==> src/rtl/conv_port_defines.svh <==
// Purpose: offsets, fields, reset values and timing counts of the port
// Assumes: 40 MHz system clock
// Notes: byte addresses on Avalon-MM, one word per register
`ifndef CONV_PORT_DEFINES_SVH
`define CONV_PORT_DEFINES_SVH

`define OFS_CTRL 4'h0
`define OFS_STATUS 4'h4
`define OFS_MASK 4'h8
`define OFS_RESULT 4'hC
`define REG_IDX_W 4

`define CTRL_FWORD_LSB 0
`define CTRL_FWORD_W 10
`define CTRL_SINC3_BIT 10
`define CTRL_CHOP_BIT 11
`define CTRL_RESET 12'h060

`define ST_DONE_BIT 0
`define ST_SYNC_BIT 1
`define ST_WRITE_BIT 2
`define ST_W 3

`define CLK_HZ 40000000
`define RATE_BASE_HZ 4800
`define CYC_PER_FWORD (`CLK_HZ / `RATE_BASE_HZ)
`define SETTLE_PERIODS 4
`define CHOP_FACTOR 4

`define COMM_W 8
`define COMM_RS_LSB 3
`define COMM_RS_W 3
`define COMM_READ_BIT 6
`define SREG_COMM 3'h0
`define SREG_STATUS 3'h1
`define SREG_MODE 3'h2
`define SREG_DATA 3'h3
`define SREG_W 24

`endif

==> src/rtl/conv_port_pkg.sv <==
// Purpose: shared types of the converter port
// Assumes: constants in conv_port_defines.svh
// Notes: none
`include "conv_port_defines.svh"
package conv_port_pkg;
	typedef enum logic [1:0] {
		SER_CMD = 2'b00,
		SER_WR = 2'b01,
		SER_RD = 2'b10
	} ser_state_t;

	typedef struct packed {
		logic chop;
		logic sinc3;
		logic [`CTRL_FWORD_W-1:0] fword;
	} filt_cfg_t;

	typedef struct packed {
		logic sclk;
		logic cs_n;
		logic din;
		logic sync_n;
	} pins_t;
endpackage : conv_port_pkg

==> src/rtl/conv_regfile.sv <==
// Purpose: small register store of the serial side
// Assumes: one write port, registered read
// Notes: read data from a flip-flop
`include "conv_port_defines.svh"
module conv_regfile (
	input wire logic ref_clk_i,
	input wire logic reset_i,
	input wire logic we_i,
	input wire logic [`COMM_RS_W-1:0] waddr_i,
	input wire logic [`SREG_W-1:0] wdata_i,
	input wire logic [`COMM_RS_W-1:0] raddr_i,
	output logic [`SREG_W-1:0] rdata_o
);
	logic [`SREG_W-1:0] mem_r [0:(1<<`COMM_RS_W)-1];

	genvar g;
	generate
		for (g = 0; g < (1<<`COMM_RS_W); g++) begin : g_word
			always_ff @(posedge ref_clk_i) begin
				if (reset_i)
					mem_r[g] <= '0;
				else if (we_i && waddr_i == g)
					mem_r[g] <= wdata_i;
			end
		end
	endgenerate

	always_ff @(posedge ref_clk_i) begin
		if (reset_i)
			rdata_o <= '0;
		else
			rdata_o <= mem_r[raddr_i];
	end
endmodule : conv_regfile

==> src/rtl/conv_port.sv <==
// Purpose: sync, ready and serial port logic of a sigma-delta converter
// Assumes: serial pins sampled by ref_clk_i, 40 MHz
// Notes: Avalon-MM slave for host-side control and status
// Function
// - Low sync holds filter, filter control and calibration logic in reset.
// - Low sync also holds the modulator in reset.
// - Sync leaves the serial interface and its transfers working.
// - Sync going low returns a low ready indication to high.
// - Data-out/ready pin goes low when a conversion completes.
// - Unread result: pin returns high before the next update.
// - Bits change on sclk falling edge, sampled on rising edge.
// - Output shift register loads from any selected register on read.
// - Shifted-in bits go to the register chosen by select field.
// - Sinc4 or sinc3 filter, chopping on or off.
// - Output rate is 4800 Hz over the filter word with chop off, 1200 Hz over it with chop on.
// - Settling takes four output periods with sinc4, chop off.
//
// Design decisions made here: the register addresses and register access over Avalon-MM.
`include "conv_port_defines.svh"
module conv_port (
	input wire logic ref_clk_i,
	input wire logic reset_i,
	input wire logic [`REG_IDX_W-1:0] avs_address_i,
	input wire logic avs_read_i,
	input wire logic avs_write_i,
	input wire logic [31:0] avs_writedata_i,
	output logic [31:0] avs_readdata_o,
	output logic avs_waitrequest_o,
	output logic irq_o,
	input wire logic sclk_i,
	input wire logic cs_n_i,
	input wire logic din_i,
	input wire logic sync_n_i,
	output logic dout_rdy_o,
	output logic dout_rdy_oe_o,
	output logic mod_reset_o,
	output logic filt_reset_o,
	output logic settled_o
);
	conv_port_pkg::pins_t meta_r;
	conv_port_pkg::pins_t pin_r;
	logic sclk_d_r;
	always_ff @(posedge ref_clk_i) begin
		if (reset_i) begin
			meta_r <= 4'hF;
			pin_r <= 4'hF;
			sclk_d_r <= 1'b1;
		end else begin
			meta_r <= '{sclk_i, cs_n_i, din_i, sync_n_i};
			pin_r <= meta_r;
			sclk_d_r <= pin_r.sclk;
		end
	end

	wire sel = !pin_r.cs_n;
	wire sclk_rise = sel && pin_r.sclk && !sclk_d_r;
	wire sclk_fall = sel && !pin_r.sclk && sclk_d_r;
	wire in_sync = !pin_r.sync_n;

	// Avalon slave: one wait cycle, then answer
	logic ack_r;
	logic [11:0] ctrl_r;
	logic [`ST_W-1:0] status_r;
	logic [`ST_W-1:0] mask_r;
	logic [`SREG_W-1:0] result_r;
	wire req = (avs_read_i || avs_write_i) && !ack_r;
	assign avs_waitrequest_o = (avs_read_i || avs_write_i) && !ack_r;
	wire acc = (avs_read_i || avs_write_i) && ack_r;
	wire wr_ctrl = acc && avs_write_i && avs_address_i == `OFS_CTRL;
	wire wr_mask = acc && avs_write_i && avs_address_i == `OFS_MASK;
	wire rd_stat = acc && avs_read_i && avs_address_i == `OFS_STATUS;

	conv_port_pkg::filt_cfg_t cfg;
	assign cfg = conv_port_pkg::filt_cfg_t'(ctrl_r);

	// period is word times base step, four times that with chop on
	wire [`CTRL_FWORD_W-1:0] fword = (cfg.fword == '0) ? 10'h001 : cfg.fword;
	localparam int STEP = `CYC_PER_FWORD;
	wire [31:0] period_base = 32'(fword) * 32'(STEP);
	wire [31:0] period = cfg.chop ? period_base * `CHOP_FACTOR : period_base;
	wire [2:0] settle_n = cfg.sinc3 ? 3'h3 : 3'(`SETTLE_PERIODS);

	logic [31:0] cnt_r;
	logic [2:0] settle_r;
	logic [`SREG_W-1:0] sample_r;
	wire conv_done = (cnt_r >= period - 32'h1);

	// filter and calibration held in reset
	always_ff @(posedge ref_clk_i) begin
		if (reset_i || in_sync) begin
			cnt_r <= '0;
			settle_r <= '0;
			sample_r <= '0;
		end else if (conv_done) begin
			cnt_r <= '0;
			sample_r <= sample_r + 24'h000001;
			if (settle_r != settle_n)
				settle_r <= settle_r + 3'h1;
		end else begin
			cnt_r <= cnt_r + 32'h1;
		end
	end
	assign filt_reset_o = in_sync;
	assign mod_reset_o = in_sync;
	assign settled_o = (settle_r == settle_n);

	// Serial side state
	conv_port_pkg::ser_state_t st_r;
	logic [5:0] bit_r;
	logic [`SREG_W-1:0] sh_in_r;
	logic [`SREG_W-1:0] sh_out_r;
	logic [`COMM_RS_W-1:0] rsel_r;
	logic rdy_n_r;
	logic dout_r;
	logic rf_we;
	logic [`SREG_W-1:0] rf_rdata;

	function automatic logic [5:0] reg_len(input logic [`COMM_RS_W-1:0] rs);
		case (rs)
			`SREG_COMM: reg_len = 6'd8;
			`SREG_STATUS: reg_len = 6'd8;
			default: reg_len = 6'd24;
		endcase
	endfunction : reg_len

	wire [`COMM_W-1:0] comm_nxt = {sh_in_r[`COMM_W-2:0], pin_r.din};
	wire [`COMM_RS_W-1:0] rs_field = comm_nxt[`COMM_RS_LSB +: `COMM_RS_W];
	wire last_bit = (bit_r == reg_len(rsel_r) - 6'd1);
	wire rd_data = (st_r == conv_port_pkg::SER_RD) && rsel_r == `SREG_DATA;
	// source for the output shift register
	wire [`SREG_W-1:0] rd_src = (rsel_r == `SREG_DATA) ? result_r :
		(rsel_r == `SREG_STATUS) ? {16'h0000, rdy_n_r, 7'h00} : rf_rdata;

	always_ff @(posedge ref_clk_i) begin
		if (reset_i || !sel) begin
			st_r <= conv_port_pkg::SER_CMD;
			bit_r <= '0;
			sh_in_r <= '0;
			rsel_r <= '0;
		end else if (sclk_rise) begin
			case (st_r)
				conv_port_pkg::SER_CMD: begin
					sh_in_r <= {sh_in_r[`SREG_W-2:0], pin_r.din};
					if (bit_r == 6'd7) begin
						bit_r <= '0;
						rsel_r <= rs_field;
						if (comm_nxt[`COMM_READ_BIT])
							st_r <= conv_port_pkg::SER_RD;
						else
							st_r <= conv_port_pkg::SER_WR;
					end else begin
						bit_r <= bit_r + 6'd1;
					end
				end
				conv_port_pkg::SER_WR, conv_port_pkg::SER_RD: begin
					sh_in_r <= {sh_in_r[`SREG_W-2:0], pin_r.din};
					bit_r <= last_bit ? 6'd0 : bit_r + 6'd1;
					if (last_bit)
						st_r <= conv_port_pkg::SER_CMD;
				end
				default: st_r <= conv_port_pkg::SER_CMD;
			endcase
		end
	end

	assign rf_we = sclk_rise && st_r == conv_port_pkg::SER_WR && last_bit;
	conv_regfile u_regfile (
		.ref_clk_i(ref_clk_i),
		.reset_i(reset_i),
		.we_i(rf_we),
		.waddr_i(rsel_r),
		.wdata_i({sh_in_r[`SREG_W-2:0], pin_r.din}),
		.raddr_i(rsel_r),
		.rdata_o(rf_rdata)
	);

	wire left_aligned = (reg_len(rsel_r) == 6'd8);
	wire [`SREG_W-1:0] src_al = left_aligned ? {rd_src[7:0], 16'h0000} :
		rd_src;
	// First fall loads fresh: select and store read settle after command
	always_ff @(posedge ref_clk_i) begin
		if (reset_i) begin
			sh_out_r <= '0;
			dout_r <= 1'b1;
		end else if (st_r != conv_port_pkg::SER_RD) begin
			sh_out_r <= src_al;
			dout_r <= 1'b1;
		end else if (sclk_fall && bit_r == 6'd0) begin
			dout_r <= src_al[`SREG_W-1];
			sh_out_r <= {src_al[`SREG_W-2:0], 1'b0};
		end else if (sclk_fall) begin
			dout_r <= sh_out_r[`SREG_W-1];
			sh_out_r <= {sh_out_r[`SREG_W-2:0], 1'b0};
		end
	end

	// Ready flag and result latch
	wire read_done = sclk_rise && rd_data && last_bit;
	wire pre_update = (cnt_r == period - 32'h2) || period < 32'h2;
	always_ff @(posedge ref_clk_i) begin
		if (reset_i) begin
			rdy_n_r <= 1'b1;
			result_r <= '0;
		end else if (in_sync) begin
			rdy_n_r <= 1'b1;
		end else if (conv_done && !rd_data) begin
			rdy_n_r <= 1'b0;
			result_r <= sample_r;
		end else if (pre_update || read_done) begin
			rdy_n_r <= 1'b1;
		end
	end

	// pin released with chip select high
	assign dout_rdy_oe_o = sel;
	// falling edge serves as data interrupt
	assign dout_rdy_o = (st_r == conv_port_pkg::SER_RD) ? dout_r : rdy_n_r;

	// Interrupt status, read clears; set wins
	logic filt_q_r;
	wire done_ev = conv_done && !in_sync;
	wire sync_ev = in_sync && !filt_q_r;
	wire [`ST_W-1:0] ev = {rf_we, sync_ev, done_ev};
	always_ff @(posedge ref_clk_i) begin
		if (reset_i) begin
			ack_r <= 1'b0;
			ctrl_r <= `CTRL_RESET;
			mask_r <= '0;
			status_r <= '0;
			filt_q_r <= 1'b0;
			avs_readdata_o <= '0;
		end else begin
			ack_r <= req;
			filt_q_r <= in_sync;
			if (wr_ctrl)
				ctrl_r <= avs_writedata_i[11:0];
			if (wr_mask)
				mask_r <= avs_writedata_i[`ST_W-1:0];
			status_r <= (rd_stat ? '0 : status_r) | ev;
			if (req && avs_read_i) begin
				case (avs_address_i)
					`OFS_CTRL: avs_readdata_o <= {20'h00000, ctrl_r};
					`OFS_STATUS: avs_readdata_o <= {29'h0, status_r};
					`OFS_MASK: avs_readdata_o <= {29'h0, mask_r};
					`OFS_RESULT: avs_readdata_o <= {8'h00, result_r};
					default: avs_readdata_o <= '0;
				endcase
			end
		end
	end
	assign irq_o = |(status_r & mask_r);
endmodule : conv_port

==> config.mk <==
export PLATFORM = sky130hd
export DESIGN_NAME = conv_port
export DESIGN_NICKNAME = d
export VERILOG_FILES = /design/src/rtl/conv_port_pkg.sv /design/src/rtl/conv_regfile.sv /design/src/rtl/conv_port.sv
export VERILOG_INCLUDE_DIRS = /design/src /design/src/rtl
export SDC_FILE = /design/constraint.sdc
export NUM_CORES = 1
export LEC_CHECK = 0
export ABC_AREA = 1
export BUFFER_PORTS_ARGS = -buffer_cell sky130_fd_sc_hd__buf_2
export CAP_MARGIN = 20
export CORE_MARGIN = 1
export CORE_UTILIZATION = 45
export CTS_CLUSTER_DIAMETER = 60
export CTS_CLUSTER_SIZE = 10
export DETAILED_ROUTE_END_ITERATION = 8
export PLACE_DENSITY_LB_ADDON = 0.3
export SLEW_MARGIN = 20
export SYNTH_ARGS = -nofsm -noshare
export SYNTH_HDL_FRONTEND = slang
export SYNTH_SLANG_ARGS = --single-unit
==> constraint.sdc <==
create_clock -name ref_clk_i -period 21.8 [get_ports ref_clk_i]
set_input_delay 3.27 -clock ref_clk_i [delete_from_list [all_inputs] [get_ports ref_clk_i]]
set_output_delay 3.27 -clock ref_clk_i [all_outputs]
set_load 0.02 [all_outputs]
==> results of run 1 <==
-- registers in the layout, summed over array words and instances (netlist names) --
| register | count |
|---|---|
| rsel_r | 3 |
| settle_r | 3 |
| sh_out_r | 24 |
| sample_r | 24 |
| st_r | 2 |
| mask_r | 3 |
| filt_q_r | 1 |
| sh_in_r | 23 |
| u_regfile.rdata_o | 24 |
| avs_readdata_o | 24 |
| meta_r | 4 |
| ack_r | 1 |
| comm_nxt | 1 |
| bit_r | 6 |
| u_regfile.mem_r | 192 |
| pin_r | 3 |
| cnt_r | 32 |
| status_r | 3 |
| rdy_n_r | 1 |
| result_r | 24 |
| dout_r | 1 |
| cfg | 12 |
| sclk_d_r | 1 |
-- cell usage after synthesis (12+ instances only) --
cell type    n  area [µm²]
nand2_1    611        2290
inv_2       12        45.0
dfxtp_1    220        4400
a41oi_1     16         140
nand2_2     12        75.1
nand4_1     35         219
clkinv_1    24        90.1
a31oi_1     27         169
fa_1        12         240
nand3_1    201        1010
a21oi_1    167         836
inv_1      275        1030
o21ai_0    158         791
a22oi_1     58         435
xor2_1      43         377
buf_2       14        70.1
nor2_1     340        1280
clkbuf_1    89         334
edfxtp_1   192        5770
a211oi_1    12        90.1
nor3_1      36         180
o211ai_1    22         165
or2_2       21         131
ha_1       113        1410
-- critical path, delay by kind of cell, from the launching register on --
family | cells | cell delay, ns
AND/OR/NAND/NOR | 26 | 5.00
buffers and inverters | 7 | 0.58
flip-flops | 1 | 0.42
adder cells (fa/ha/maj) | 8 | 2.76
XOR/XNOR | 1 | 0.18
-- how the worst max path moves through the flow --
stage	startpoint	endpoint	slack (ns)	depth (start not counted)
after floorplan	cfg[9]$_SDFFE_PP0P_	sample_r[17]$_SDFFE_PP0P_	14.93	41
after global placement	cfg[9]$_SDFFE_PP0P_	cnt_r[20]$_SDFF_PP0_	12.66	39
after detailed placement	cfg[9]$_SDFFE_PP0P_	cnt_r[20]$_SDFF_PP0_	12.57	39
after CTS	cfg[9]$_SDFFE_PP0P_	cnt_r[20]$_SDFF_PP0_	12.55	39
after global routing	cfg[9]$_SDFFE_PP0P_	sample_r[21]$_SDFFE_PP0P_	12.02	42
final	cfg[9]$_SDFFE_PP0P_	sample_r[21]$_SDFFE_PP0P_	12.69	42
-- report_power, final --
part           internal [mW]  switching (mW)
Sequential             0.831         0.00789
Combinational         0.0230          0.0566
Clock                  0.408           0.307
-- area by class of cell --
class | instances | share of cell area (%)
Clock inverter | 5 | 0.242
Clock buffer | 69 | 5.19
Tap cell | 664 | 3.34
Timing Repair Buffer | 85 | 2.02
Inverter | 312 | 4.72
Antenna cell | 1 | 0.0101
Sequential cell | 412 | 40.9
Multi-Input combinational cell | 2000 | 43.6
-- cell families (layout without fill, tap and decap cells) --
logic type / Yosys count / in the layout / share of synthesized area [%]
compound gates: 497 / 497 / 12.9
buf+inv: 436 / 471 / 7.53
fa+ha+maj: 125 / 125 / 7.32
simple gates: 1317 / 1317 / 25.2
flops: 412 / 412 / 45.0
xor+xnor: 53 / 53 / 2.05
other cells: 1 / 9 / 0.0166
-- routing by layer --
layer,vias to the layer above,share of wire [%]
li1,9563,-
met1,9167,42
met2,595,48
met3,123,5.8
met4,0,3.3
met5,-,0
==> impl_metrics.json, run 1 <==
{
  "multi_input_area_mm2": 0.0108,
  "power.leakage_nw": 9.75,
  "cts_hold_buf": 0,
  "cts_setup_buffers": 0,
  "place_area_mm2": 0.0235,
  "wire_per_inst_um": 17.5,
  "finalNonFillerCells": 3548,
  "end_kind": "flip-flop",
  "grt_pass1_wl_um": 96900,
  "cp_max_fo": 17,
  "maxSlewHeadroom_pct": 28.6,
  "clk_path_buf_depth": 3,
  "slowest_delay_ns": 0.63,
  "regToRegEndpoint": "sample_r[21]$_SDFFE_PP0P_",
  "antenna_left": 0,
  "dp_slack_ns": 12.57,
  "fin_nets": 3028,
  "avgSynthCellArea_um2": 7.96,
  "grt-ovfl-total": 0,
  "r2r_slack_ns": 12.69,
  "worstHoldPathCells": 1,
  "num_rows": 81,
  "hpwlAfterDp_um": 42400,
  "status": "finished, final reports clean",
  "drcViolationCount": 0,
  "hp-class": "flip-flop to flip-flop",
  "io_buffers": 54,
  "ir_worst_vdd_uv": 54.5,
  "setup_viol": 0,
  "gp_congestion": 0.912,
  "wl_um": 61900,
  "critPathKind": "flip-flop to flip-flop",
  "crit_path_top_delay_cell": "nor3_1",
  "post-route-min-period_ns": 9.11,
  "numPlacedInstances": 3473,
  "die_w_um": 226,
  "area_delta_synth_final_pct": 9.97,
  "regArea_mm2": 0.0102,
  "drt_iter0_markers": 1586,
  "antenna_found_initial": 0,
  "netlist_area_mm2": 0.0226,
  "cts.sinks": 412,
  "gr-usage-met1_pct": 30.8,
  "critPathArrivalTime_ns": 9.56,
  "rsz0062_at_grt": "no",
  "hp-start": "meta_r[0]$_SDFF_PP1_",
  "cts_tree": "yes",
  "tightest_slew_ns": 1.06,
  "start_util_pct": 45.9,
  "via_per_inst": 5.48,
  "grt_max_degree": 52,
  "clockRootBuffer": "clkbuf_16",
  "total_power_mw": 1.63,
  "fillers": 4748,
  "synth_ff_type": "dfxtp_1",
  "syn_inst": 2841,
  "fin_crit_sh_pct": 41.8,
  "rr_worst_depth": 42,
  "h-tree-depth": 2,
  "pin_count": 83,
  "async_flop_share_pct": 0,
  "design_area_mm2": 0.0249,
  "die_h_um": 226,
  "fp.dieArea_mm2": 0.0511,
  "path_clk_slew_ns": 0.06,
  "fin_setup_tns_ns": 0,
  "fp.coreArea_mm2": 0.0493,
  "fin_skew_ns": 0.0221,
  "holdPathEnd": "pin_r[0]$_SDFF_PP1_",
  "synth_edf_count": 192,
  "worstPathRequired_ns": 22.25,
  "use_met2_pct": 41.1,
  "drt_pre_antenna_iters": 6,
  "holdWs_ns": 0.410,
  "ys_ff_latch": 412,
  "cts_made_buffers": 48,
  "maxSlewViolCount": 0,
  "busiest_layer": "met2",
  "mostFrequentLayoutCells": "610 x nand2_1, 335 x nor2_1, 274 x inv_1",
  "power.density_mw_per_mm2": 65.7,
  "drive_above_1_share_pct": 8.05,
  "met3_usage_pct": 3.20,
  "postLayoutCoreUtil_pct": 50.5,
  "ys_seq_area_share_pct": 45.0,
  "vias": 19400,
  "crit_path_start_kind": "flip-flop",
  "reg2reg_from": "cfg[9]$_SDFFE_PP0P_",
  "drv_cap": 0,
  "hold_violations": 0,
  "ys_warn_count": 0,
  "setup_ws_ns": 12.69,
  "final_common_cell": "nand2_1",
  "first_global_vias": 18400,
  "max_freq_ghz": 0.110,
  "grt_use_total_pct": 24.0,
  "yosysUniqueCellTypes": 58,
  "worstSkewPairLatency_ns": 0.58,
  "cts_resized": 0
}
No activity file was read; power rests on OpenSTA's default activity.
==> run 2, diff against run 1 <==
clock period = 7.44 ns   (was 21.8 ns; I/O delays follow)
==> run 2 against run 1 <==
Critical path depth increased by 1. Final cell count increased by 2.5%. Sequential share of layout area is 1.9 points lower. Clock-buffer cell count up 3. Combinational power rose to 3.3 times the previous value. Fmax increased by 29%. Routed wire length grew 2.5%. Register-to-register slack got worse by 12 ns. Global-route usage is 0.44 points higher. Worst setup slack worse by 12 ns. Critical path type unchanged.
==> impl_metrics.json, run 2 (synthesized netlist as in run 1, its figures left out) <==
{
  "status": "finished, final reports clean",
  "clk_path_buf_depth": 3,
  "crit_path_top_delay_cell": "fa_1",
  "antenna_cells": 0,
  "fin_setup_tns_ns": 0,
  "setup_viol": 0,
  "r2r_slack_ns": 0.37,
  "final_common_cell": "nand2_1",
  "tightest_slew_ns": 1.02,
  "drive_above_1_share_pct": 13.9,
  "vias": 19800,
  "end_kind": "flip-flop",
  "power.density_mw_per_mm2": 186,
  "post-route-min-period_ns": 7.07,
  "mostFrequentLayoutCells": "581 x nand2_1, 311 x nor2_1, 271 x inv_1",
  "antenna_found_initial": 0,
  "regMostFlops": "u_regfile.mem_r",
  "fin_skew_ns": 0.0220,
  "grt_use_total_pct": 24.5,
  "pin_count": 83,
  "worstSkewPairLatency_ns": 0.59,
  "hpwlAfterDp_um": 43400,
  "regToRegEndpoint": "sample_r[21]$_SDFFE_PP0P_",
  "hp-class": "flip-flop to flip-flop",
  "num_rows": 81,
  "gp_congestion": 0.933,
  "worstSetupStartpoint": "cfg[3]$_SDFFE_PP0P_",
  "first_global_vias": 18500,
  "fp.coreArea_mm2": 0.0493,
  "hp-start": "meta_r[2]$_SDFF_PP1_",
  "cts.sinks": 412,
  "via_per_inst": 5.43,
  "hold_violations": 0,
  "cts_hold_buf": 0,
  "grt-ovfl-total": 0,
  "wl_um": 63500,
  "grt_pass1_wl_um": 98400,
  "worstPathRequired_ns": 7.88,
  "reg.largest.list": "u_regfile.mem_r (192), cnt_r (32)",
  "drv_cap": 0,
  "critPathKind": "flip-flop to flip-flop",
  "finalNonFillerCells": 3638,
  "ir_worst_vdd_uv": 194,
  "fin_crit_sh_pct": 95.0,
  "fin_nets": 3115,
  "dp_slack_ns": -0.159,
  "postLayoutCoreUtil_pct": 53.0,
  "numPlacedInstances": 3546,
  "maxSlewViolCount": 0,
  "power.leakage_nw": 10.2,
  "area_delta_synth_final_pct": 15.4,
  "largest_reg_flops": 192,
  "maxSlewHeadroom_pct": 32.2,
  "path_clk_slew_ns": 0.05,
  "clockRootBuffer": "clkbuf_16",
  "critPathArrivalTime_ns": 7.51,
  "grt_max_degree": 62,
  "crit_path_start_kind": "flip-flop",
  "h-tree-depth": 2,
  "cts_made_buffers": 48,
  "drcViolationCount": 0,
  "max_freq_ghz": 0.142,
  "reg2reg_from": "cfg[3]$_SDFFE_PP0P_",
  "die_w_um": 226,
  "wire_per_inst_um": 17.5,
  "holdPathEnd": "pin_r[2]$_SDFF_PP1_",
  "die_h_um": 226,
  "drt_pre_antenna_iters": 6,
  "worstHoldPathCells": 1,
  "start_util_pct": 45.9,
  "fp.dieArea_mm2": 0.0511,
  "cp_max_fo": 8,
  "drt_iter0_markers": 1623,
  "setup_ws_ns": 0.374,
  "rr_worst_depth": 43,
  "cts_tree": "yes",
  "antenna_left": 0,
  "slowest_delay_ns": 0.51,
  "io_buffers": 54,
  "holdWs_ns": 0.405
}
==> run 2: changes by cell type in the layout (fill, tap and decap cells not counted), sizes merged <==
cell,change
buf,+87
clkbuf,+3
clkinv,+4
diode,-1
inv,-3
==> run 2: through the flow <==
step,instance area (µm²),power [mW]
after floorplan,22600,2.66
after global placement,24100,2.74
after detailed placement,24100,2.75
after CTS,25500,4.86
after global routing,26100,5.00
final,26100,4.84
==> run 2: layout make-up <==
type | count | area, µm²
Inverter | 312 | 1170
Fill cell | 4644 | 23200
Clock buffer | 72 | 1300
Tap cell | 664 | 831
Clock inverter | 6 | 98.8
Multi-Input combinational cell | 2000 | 11300
Timing Repair Buffer | 172 | 1180
Sequential cell | 412 | 10200
==> run 2: metal layers <==
layer | vias to the layer above | wire (µm) | global-route usage [%]
met5 | - | 0 | 0
met4 | 0 | 2550 | 10.1
met3 | 138 | 3510 | 3.24
met2 | 587 | 30500 | 41.9
met1 | 9296 | 26900 | 30.9
li1 | 9738 | - | -
==> run 2: worst max-delay path, delay by kind of cell, from the launching register on <==
family / cells / cell delay [ns]
buffers and inverters: 9 / 0.96
DFF: 1 / 0.33
xor gates and xnor gates: 1 / 0.17
adders and majority gates: 8 / 2.38
and+or+nand+nor: 25 / 3.08
==> run 2: worst max-delay path by stage <==
stage                                           end  slack (ns)  depth (start not counted)
final                     sample_r[21]$_SDFFE_PP0P_        0.37                         43
after global placement    sample_r[14]$_SDFFE_PP0P_       -0.04                         42
after global routing      sample_r[21]$_SDFFE_PP0P_       -0.03                         43
after floorplan           sample_r[17]$_SDFFE_PP0P_        0.57                         41
after detailed placement  sample_r[14]$_SDFFE_PP0P_       -0.16                         45
after CTS                 sample_r[14]$_SDFFE_PP0P_        0.03                         47
==> run 2: report_power, final <==
part / switching (mW) / leakage (nW) / internal (mW) / total, mW
combinational: 0.177 / 5.97 / 0.0853 / 0.262
sequential: 0.0228 / 3.61 / 2.43 / 2.46
clock: 0.914 / 0.668 / 1.21 / 2.12
==> run 2: timing repair <==
item | 4_1_cts | 5_1_grt
pin swaps | 3 | 32
resized for setup | 10 | 109
endpoints found under the setup margin | 21 | 84
setup buffers | 0 | 14
